--- src/pkg/ctl_port_pkg.sv ---
// Purpose: shared constants and types for the two-wire control-port target
// Assumes: system clock of 125 MHz
// Notes:   register space reached through a generic register-file port
package ctl_port_pkg;
	localparam logic [3:0]  ADDR_FIXED_NIBBLE = 4'h2;
	localparam int          CLK_MHZ           = 125;
	localparam int          LATCH_WAIT_US     = 2000;
	localparam int          LATCH_WAIT_MCLK   = 3000;
	localparam int          MCLK_MHZ_DEFAULT  = 12;
	localparam int          LATCH_WAIT_CYCLES = LATCH_WAIT_US * CLK_MHZ
		+ (LATCH_WAIT_MCLK * CLK_MHZ + MCLK_MHZ_DEFAULT - 1) / MCLK_MHZ_DEFAULT;
	localparam int          PTR_STEP_BIT      = 7;
	localparam logic [2:0]  BIT_LAST          = 3'h7;
	localparam logic [2:0]  BIT_FIRST         = 3'h0;
	localparam logic [6:0]  PTR_ONE           = 7'h01;

	typedef struct packed {
		logic       pointer_auto_step;
		logic [6:0] index;
	} reg_pointer_type;

	typedef struct packed {
		logic       write_strobe;
		logic [6:0] index;
		logic [7:0] data;
	} reg_write_type;
endpackage : ctl_port_pkg

--- src/verilog/codec_i2c_control_port.sv ---
// Purpose: two-wire control-port target giving a bus master access to configuration registers
// Assumes: scl/sda are asynchronous to clk_i; sda open drain; registers live outside behind reg_* ports
// Notes:   address latched once the post-reset wait has elapsed
module codec_i2c_control_port
	import ctl_port_pkg::*;
#(
	parameter int LATCH_CYCLES = LATCH_WAIT_CYCLES
) (
	input  wire logic                 clk_i,
	input  wire logic                 reset_n_i,
	input  wire logic                 scl_i,
	input  wire logic                 sda_i,
	output logic                      sda_o,
	output logic                      sda_oe_o,
	input  wire logic [2:0]           addr_select_pins_i,
	input  wire logic [7:0]           reg_rdata_i,
	output logic [6:0]                reg_rindex_o,
	output reg_write_type             reg_write_o,
	output logic                      ready_o
);
	typedef enum {IDLE, ADDR, ADDR_ACK, PTR, PTR_ACK, WDATA, WDATA_ACK, RDATA, RDATA_ACK} state_type;

	////////////////////////////////////////////////////////////////////////
	// pin synchronisers; first stage read only by the second
	logic [1:0] scl_sync, sda_sync;
	logic       scl_d, sda_d;
	logic [2:0] sel_meta, sel_sync; // strap pins are pins too: two stages before the latch
	always_ff @(posedge clk_i) begin
		scl_sync <= {scl_sync[0], scl_i};
		sda_sync <= {sda_sync[0], sda_i};
		sel_meta <= addr_select_pins_i;
		sel_sync <= sel_meta;
		scl_d    <= scl_sync[1];
		sda_d    <= sda_sync[1];
	end
	wire scl_s   = scl_sync[1];
	wire sda_s   = sda_sync[1];
	wire scl_up  = scl_s & ~scl_d;
	wire scl_dn  = ~scl_s & scl_d;
	wire start_c = scl_s & scl_d & sda_d & ~sda_s;
	wire stop_c  = scl_s & scl_d & ~sda_d & sda_s;

	////////////////////////////////////////////////////////////////////////
	// address latch after the reset wait
	logic [31:0] wait_cnt, next_wait_cnt;
	logic        ready, next_ready;
	logic [2:0]  low_addr, next_low_addr;
	always_comb begin
		next_wait_cnt = wait_cnt;
		next_ready    = ready;
		next_low_addr = low_addr;
		if (!ready) begin
			if (wait_cnt >= 32'(LATCH_CYCLES - 1)) begin
				next_ready    = 1'b1;
				next_low_addr = sel_sync;
			end else begin
				next_wait_cnt = wait_cnt + 32'h1;
			end
		end
	end
	always_ff @(posedge clk_i) begin
		if (!reset_n_i) begin
			wait_cnt <= 32'h0;
			ready    <= 1'b0;
			low_addr <= 3'h0;
		end else begin
			wait_cnt <= next_wait_cnt;
			ready    <= next_ready;
			low_addr <= next_low_addr;
		end
	end

	////////////////////////////////////////////////////////////////////////
	// bus target engine
	state_type       state, next_state;
	logic [2:0]      bit_cnt, next_bit_cnt;
	logic [7:0]      shift, next_shift;
	reg_pointer_type ptr, next_ptr;
	logic            sda_drv, next_sda_drv;
	reg_write_type   wr, next_wr;
	logic            full, next_full; // eight bits in; bit_cnt alone cannot tell empty from full

	function automatic logic [6:0] stepped(input reg_pointer_type p);
		stepped = p.pointer_auto_step ? p.index + PTR_ONE : p.index;
	endfunction : stepped

	always_comb begin
		next_state       = state;
		next_bit_cnt     = bit_cnt;
		next_shift       = shift;
		next_ptr         = ptr; // kept across stop/start
		next_sda_drv     = sda_drv;
		next_wr          = wr;
		next_wr.write_strobe = 1'b0;
		next_full        = full;
		if (stop_c || !ready) begin // ignore traffic until latched
			next_state   = IDLE;
			next_sda_drv = 1'b0;
			next_full    = 1'b0;
		end else if (start_c) begin
			next_state   = ADDR;
			next_bit_cnt = BIT_FIRST;
			next_sda_drv = 1'b0;
			next_full    = 1'b0;
		end else begin
			unique case (state)
				IDLE: ;
				ADDR, PTR, WDATA: if (scl_up) begin
					next_shift   = {shift[6:0], sda_s};
					next_bit_cnt = bit_cnt + 3'h1;
					next_full    = (bit_cnt == BIT_LAST);
				end else if (scl_dn && full) begin
					// eighth bit taken on the previous rise; decide ack now
					next_full = 1'b0;
					if (state == ADDR) begin
						if (shift[7:1] == {ADDR_FIXED_NIBBLE, low_addr}) begin
							next_state   = ADDR_ACK;
							next_sda_drv = 1'b1;
						end else begin
							next_state = IDLE;
						end
					end else if (state == PTR) begin
						next_ptr     = shift;
						next_state   = PTR_ACK;
						next_sda_drv = 1'b1;
					end else begin
						next_wr.write_strobe = 1'b1;
						next_wr.index        = ptr.index;
						next_wr.data         = shift;
						next_ptr.index       = stepped(ptr);
						next_state           = WDATA_ACK;
						next_sda_drv         = 1'b1;
					end
				end
				ADDR_ACK: if (scl_dn) begin
					if (shift[0]) begin
						next_state   = RDATA;
						next_shift   = reg_rdata_i;
						next_sda_drv = ~reg_rdata_i[7];
						next_bit_cnt = BIT_FIRST;
					end else begin
						next_state   = PTR;
						next_sda_drv = 1'b0;
						next_bit_cnt = BIT_FIRST;
					end
				end
				PTR_ACK, WDATA_ACK: if (scl_dn) begin
					next_state   = WDATA;
					next_sda_drv = 1'b0;
					next_bit_cnt = BIT_FIRST;
				end
				RDATA: if (scl_dn) begin
					if (bit_cnt == BIT_LAST) begin
						next_state     = RDATA_ACK;
						next_sda_drv   = 1'b0; // release for master ack
						next_ptr.index = stepped(ptr);
					end else begin
						next_shift   = {shift[6:0], 1'b0};
						next_sda_drv = ~shift[6];
						next_bit_cnt = bit_cnt + 3'h1;
					end
				end
				RDATA_ACK: if (scl_up && sda_s) begin
					next_state = IDLE; // nack ends the read
				end else if (scl_dn) begin
					// still here at the fall: master acked, present the next register
					next_state   = RDATA;
					next_shift   = reg_rdata_i;
					next_sda_drv = ~reg_rdata_i[7];
					next_bit_cnt = BIT_FIRST;
				end
			endcase
		end
	end

	always_ff @(posedge clk_i) begin
		if (!reset_n_i) begin
			state   <= IDLE;
			bit_cnt <= 3'h0;
			shift   <= 8'h0;
			ptr     <= '0;
			sda_drv <= 1'b0;
			wr      <= '0;
			full    <= 1'b0;
		end else begin
			state   <= next_state;
			bit_cnt <= next_bit_cnt;
			shift   <= next_shift;
			ptr     <= next_ptr;
			sda_drv <= next_sda_drv;
			wr      <= next_wr;
			full    <= next_full;
		end
	end

	////////////////////////////////////////////////////////////////////////
	// outputs, all registered
	always_ff @(posedge clk_i) begin
		if (!reset_n_i) begin
			sda_o        <= 1'b1;
			sda_oe_o     <= 1'b0;
			reg_rindex_o <= 7'h0;
			reg_write_o  <= '0;
			ready_o      <= 1'b0;
		end else begin
			sda_o        <= 1'b0; // open drain: only ever pulls low
			sda_oe_o     <= next_sda_drv;
			reg_rindex_o <= next_ptr.index;
			reg_write_o  <= next_wr;
			ready_o      <= next_ready;
		end
	end

	////////////////////////////////////////////////////////////////////////
	a_no_drive_early: assert property (@(posedge clk_i) disable iff (!reset_n_i)
		!ready |-> !sda_oe_o) else $error("sda driven before address latched");
	a_stop_releases: assert property (@(posedge clk_i) disable iff (!reset_n_i)
		stop_c |=> ##1 !sda_oe_o) else $error("sda still driven after stop");
	a_ptr_kept_stop: assert property (@(posedge clk_i) disable iff (!reset_n_i)
		(stop_c || start_c) |=> ptr == $past(ptr)) else $error("pointer changed at stop or start");
	a_write_steps: assert property (@(posedge clk_i) disable iff (!reset_n_i)
		wr.write_strobe |-> ptr.index == (ptr.pointer_auto_step ? wr.index + PTR_ONE : wr.index))
		else $error("pointer step wrong after write");
	a_ready_latch: assert property (@(posedge clk_i) disable iff (!reset_n_i)
		$rose(ready) |-> low_addr == $past(sel_sync)) else $error("address pins not captured");
	a_ready_stays: assert property (@(posedge clk_i) disable iff (!reset_n_i)
		ready |=> ready) else $error("ready dropped");
	a_ack_on_match: assert property (@(posedge clk_i) disable iff (!reset_n_i)
		state == ADDR_ACK |-> shift[7:1] == {ADDR_FIXED_NIBBLE, low_addr}) else $error("ack on wrong address");
	a_ack_drives: assert property (@(posedge clk_i) disable iff (!reset_n_i)
		(state == PTR_ACK || state == WDATA_ACK) |-> sda_drv) else $error("received byte not acked");
	a_read_release: assert property (@(posedge clk_i) disable iff (!reset_n_i)
		state == RDATA_ACK |-> !sda_drv) else $error("sda held during master ack");
endmodule : codec_i2c_control_port

--- config.mk ---
export PLATFORM = sky130hd
export DESIGN_NAME = codec_i2c_control_port
export DESIGN_NICKNAME = d
export VERILOG_FILES = /design/src/pkg/ctl_port_pkg.sv /design/src/verilog/codec_i2c_control_port.sv
export SDC_FILE = /design/constraint.sdc
export NUM_CORES = 1
export LEC_CHECK = 0
export BUFFER_PORTS_ARGS = -buffer_cell sky130_fd_sc_hd__buf_2
export CAP_MARGIN = 20
export CORE_MARGIN = 2
export CORE_UTILIZATION = 60
export CTS_BUF_LIST = sky130_fd_sc_hd__clkbuf_8 sky130_fd_sc_hd__clkbuf_16
export CTS_CLUSTER_DIAMETER = 30
export DETAILED_ROUTE_END_ITERATION = 7
export GPL_TIMING_DRIVEN = 0
export PLACE_DENSITY = 0.88
export SYNTH_ARGS = -nofsm -noshare
export SYNTH_HDL_FRONTEND = slang
export SYNTH_SLANG_ARGS = --single-unit
--- constraint.sdc ---
create_clock -name clk_i -period 3.15 [get_ports clk_i]
set_input_delay 0.315 -clock clk_i [delete_from_list [all_inputs] [get_ports clk_i]]
set_output_delay 0.315 -clock clk_i [all_outputs]
set_load 0.005 [all_outputs]
# After elaboration in Yosys (flattened, before gate mapping)

Cells that the tools add are included.

Input bits: 15
Register bits: 118
Output and inout port bits: 26
Word-level logic and storage cells: 170

$lt $le $gt $ge: 1
Multiplexer cells: 57
Bitwise operators: 23
$add $sub $neg: 3
Eq/ne operators: 36
Reduce and logical (&&, ||, !) cells: 28

Operators with widths:

| kind                    | number |
|---|---|
| $mux W32                | 9 |
| $eq A32 B3 Y1 const B   | 5 |
| $pmux W32 S5            | 1 |
| $eq A32 B2 Y1 const B   | 3 |
| $mux W7                 | 9 |
| $mux W8                 | 7 |
| $ne A3 B3 Y1 const B    | 11 |
| $add A32 B1 Y32 const B | 1 |
| $eq A32 B1 Y1 const B   | 1 |
| $eq A32 B4 Y1 const B   | 1 |
| $ge A32 B19 Y1 const B  | 1 |
| $pmux W8 S4             | 1 |
| $ne A2 B2 Y1 const B    | 12 |
| $reduce_and A8 Y1       | 3 |
| $mux W3                 | 7 |
| $reduce_and A9 Y1       | 2 |
| $mux W1                 | 17 |
| $mux W16                | 1 |
| $not A1 Y1              | 16 |
| $pmux W7 S2             | 1 |
| $reduce_and A7 Y1       | 2 |
| $pmux W3 S4             | 1 |
| $reduce_and A10 Y1      | 1 |
| $reduce_bool A5 Y1      | 2 |
| 19 further kinds        | 33 |

# Longest topological paths before layout

Depth after elaboration: 9
Mapped depth: 9
Mapped depth without buffers: 8

# Least setup slack after synthesis

OpenSTA, ideal clock, no wires.

Path kind: register -> register
Start: register wait_cnt[8]
End: register wait_cnt[7]
Arrival: 1.817 ns
Library setup time: 0.070 ns
Buffers on the path: 2
Clock period less this slack: 1.888 ns
Data required time: 3.080 ns
Cell stages (with the launch flop): 9
Slack: 1.262 ns
Cells stage by stage: dfxtp_1 buf_6 a21o_1 a211o_1 a31oi_2 o21ai_2 buf_6 or4_1 a21oi_1

Longest elaborated chain between the ends: 3

RTL lines:

| what                        | line                         | RTL |
|---|---|---|
| start, declared             | codec_i2c_control_port.sv:45 | `logic [31:0] wait_cnt, next_wait_cnt;` |
| start signal, assigned      | codec_i2c_control_port.sv:67 | `wait_cnt <= next_wait_cnt;` |
| $ge A32 B19 Y1              | codec_i2c_control_port.sv:53 | `if (wait_cnt >= 32'(LATCH_CYCLES - 1)) begin` |
| $not A1 Y1 (no line)        | --                           |  |
| $reduce_and A2 Y1 (no line) | --                           |  |

No other way between the ends.
A chain may end at the register's enable or synchronous reset.

# Worst setup path after layout

Start: register scl_d
End: register shift[6]

Longest elaborated chain between the ends: 6
Elaborated cells between the ends (all ways): 18
Those cells by class: eq/ne (5); bitwise (10); reduce/logical (3)

RTL lines:

| what                             | line                                                       | RTL |
|---|---|---|
| start, declared                  | codec_i2c_control_port.sv:26                               | `logic scl_d, sda_d;` |
| start signal, assigned           | codec_i2c_control_port.sv:33                               | `scl_d <= scl_sync[1];` |
| $and A1 B1 Y1                    | codec_i2c_control_port.sv:40, codec_i2c_control_port.sv:41 |  |
| $and A1 B1 Y1 (2 in series)      | codec_i2c_control_port.sv:41                               | `wire stop_c = scl_s & scl_d & ~sda_d & sda_s;` |
| $logic_or A1 B1 Y1               | codec_i2c_control_port.sv:96                               | `if (stop_c \|\| !ready) begin` |
| $not A1 Y1 (no line)             | --                                                         |  |
| $reduce_and A10 Y1 (no line) (*) | --                                                         |  |
| end signal, assigned             | codec_i2c_control_port.sv:188                              | `shift <= next_shift;` |
| end, declared                    | codec_i2c_control_port.sv:77                               | `logic [7:0] shift, next_shift;` |

Mark *: on every way between the ends. The rest lies on a longest branch, timed or not.

==> results.toml <==
[run_status]
status = "finished, final reports clean"

[route]
wl_mm = 9.65
vias = 3813
post_drt_wl_per_cell_um = 15.5
drt_iter0_markers = 300
vias_per_cell = 6.11
firstDrtPassIters = 5
drc = 0
ant_nets = 0

[logic_synthesis]
syn_nets = 509
synth_edf_count = 0
yosysWarnings = 0
muxShareOfSynthArea_pct = 3.15
synth_top_cell_area_share_pct = 43.7
synth_ff_type = "dfxtp_1"
yosysSeqAreaShare_pct = 43.7
synth-compound-area-share_pct = 18.6
avgSynthCellArea_um2 = 8.45
netlist_area_um2 = 4130
synth_area_leader_cell = "dfxtp_1"
synth-simple-area-share_pct = 25.6
yosysUniqueCellTypes = 61
synthXorXnorAreaFrac_pct = 1.49
synth.area.top_cells = "dfxtp_1, nand2_1, a21oi_1, mux2i_1, nor2_1"
synth_top_family_by_area = "simple AND/OR/NAND/NOR gates"
yosys.area_share.adder_pct = 1.82
async_reset_ff_share_pct = 0
netlist_instances = 488
synth_seq_cells = 90

[sta]
tightest_slew_ns = 0.670
fmax_mhz = 444
rsz0062_at_grt = "false"
fin_crit_ns = 2.25
relSlewSlack_pct = 55.3
drv_slew = 0
setup_viol = 0
fin_setup_tns_ns = 0
fin_crit_sh_pct = 71.5
finalClockSkew_ns = 0.0126
hold_viol = 0

[worst_setup_path]
start_kind = "flop"
r2r_start = "scl_d"
slowest_stage = "dfxtp_1"
rr_endpoint = "shift[6]"
worstPathRequired_ns = 3.43
max_stage_delay_ns = 0.33
worst-path-max-fanout = 10
r2r_slack_ns = 0.90
crit_chain = "clkbuf_1 -> nand2b_1 -> nor4b_1 -> o311ai_1 -> a21oi_2 -> buf_4 -> nor2_1 -> a211oi_1"
cp.arrival_ns = 2.54
worstRegToRegCells = 8
cp-end-kind = "flop"
worstSetupPathType = "reg -> reg"

[clock_network]
cts_resized = 0
clock_sinks = 90
numCtsBuffers = 9
clkTransAtPathRegs_ns = 0.09
clkLatencyLatePin_ns = 0.36
post_cts_buffers = 0
ctsHoldBuffers = 0
htreeDepth = 3
clock_tree.root_cell = "clkbuf_8"
cts_tree = "yes"
clock_path_buffers = 2

[placement]
hpwlAfterDp_mm = 6.83
placed_cells = 608
place_congestion = 0.947
io_buffers = 40
place_area_um2 = 4430

[floorplan]
start_util_pct = 61.4
io_pins = 41
dieArea_um2 = 7550
dieHeight_um = 86.9
rows = 30
fp.coreArea_um2 = 6720
die_w_um = 86.9

[layout]
n_antenna_cell = 0
layout_commonest_cell = "dfxtp_1"
nets = 560
fin_cells = 624
area_growth_pct = 12.7
fin_area_um2 = 4650
drive_gt1_share_pct = 14.9
mostFrequentLayoutCells = "dfxtp_1, nand2_1, a21oi_1"

[hold_path]
min_path_type = "in -> reg"
holdPathStages = 1
min_from = "addr_select_pins_i[1]"
whs_endpoint = "sel_meta[1]"

[global_route]
grt_pass1_vias = 3382
overflow = 0
grtUsageTotal_pct = 26.7
antenna_found_initial = 0
grt_pass1_wl_mm = 16.0
grt_max_degree = 17

[job]
maxCapViolations = 0

[power_and_ir_drop]
leakage_nw = 1.70
power_density_nw_per_um2 = 451
peakVddDrop_mv = 0.389
-- cells in the mapped netlist (all sizes together) (2+ instances only) --
cell      n
nor2     34
ha        6
nor2b     6
a22oi     7
o32ai     6
a21oi    48
o2111ai   2
xnor2     5
xor2      2
nand3b    4
dfxtp    90
o31ai     7
clkbuf   17
and3      2
o21a      2
nand2    72
nor4      8
nand4     7
buf      16
nand4b    2
a31oi     4
a211oi    8
nor3      9
inv      15
or4       6
and2     18
o22ai     3
nand2b   10
o211ai    3
and4      2
mux2i    13
a21o      2
or3       7
o21ai    13
nor4b     3
nand3    13
-- where the power goes --
part	leakage [nW]	internal (W)	total (W)	switching, W
Sequential	0.730	0.00115	0.00116	0.00000899
Clock	0.111	0.000454	0.000872	0.000419
Combinational	0.864	0.0000218	0.0000655	0.0000437
-- sequential cells by signal (all words and copies together) (netlist names), 2 cells and up --
signal,flops
reg_rindex_o,7
sel_sync,3
state,4
bit_cnt,3
reg_write_o,16
shift,8
sda_sync,2
sel_meta,3
wait_cnt,32
scl_sync,2
low_addr,3
-- area by class of cell --
cell class                      instances  area, µm²
Buffer                                 33        179
Clock buffer                            9        124
Clock inverter                          7       98.8
Fill cell                             561       2070
Inverter                               15       56.3
Multi-Input combinational cell        350       2090
Sequential cell                        90       1800
Tap cell                               80        100
Timing Repair Buffer                   40        200
-- per-layer routing --
metal / global-route usage [%] / wire, µm / up-vias
met2: 41.2 / 4350 / 159
met5: 0 / 0 / -
met4: 8.95 / 231 / 0
met3: 6.64 / 671 / 27
met1: 36.7 / 4390 / 1785
li1: - / - / 1842
-- worst max-delay path, delay by kind of cell, from the launching register on --
kind / cells / cell delay [ns]
AOI/OAI and AO/OA: 3 / 0.67
buffers and inverters: 2 / 0.55
DFF: 1 / 0.33
and+or+nand+nor: 3 / 0.63
-- worst max-delay path by stage --
stage	start	to	slack (ns)
floorplan	wait_cnt[8]	wait_cnt[7]	1.26
global placement	scl_d	shift[6]	1.06
CTS	scl_d	shift[6]	0.95
global route	scl_d	shift[7]	0.66
detailed placement	scl_d	shift[6]	0.99
finish	scl_d	shift[6]	0.90
-- stage by stage --
stage	hold slack (ns)	total power, W	setup WS (ns)	utilization [%]
floorplan	0.310	0.00122	1.26	-
global placement	0.313	0.00125	1.06	65.9
detailed placement	0.316	0.00125	0.985	65.9
CTS	0.0338	0.00211	0.953	69.2
global route	0.0289	0.00217	0.663	69.2
finish	0.0453	0.00210	0.898	69.2
-- logic make-up after synthesis --
group | Yosys count
simple gates | 207
fa+ha+maj | 6
mux | 13
compound gates | 117
flops | 90
xor+xnor | 7
buf+inv | 48
No activity file was read; power rests on OpenSTA's default activity.
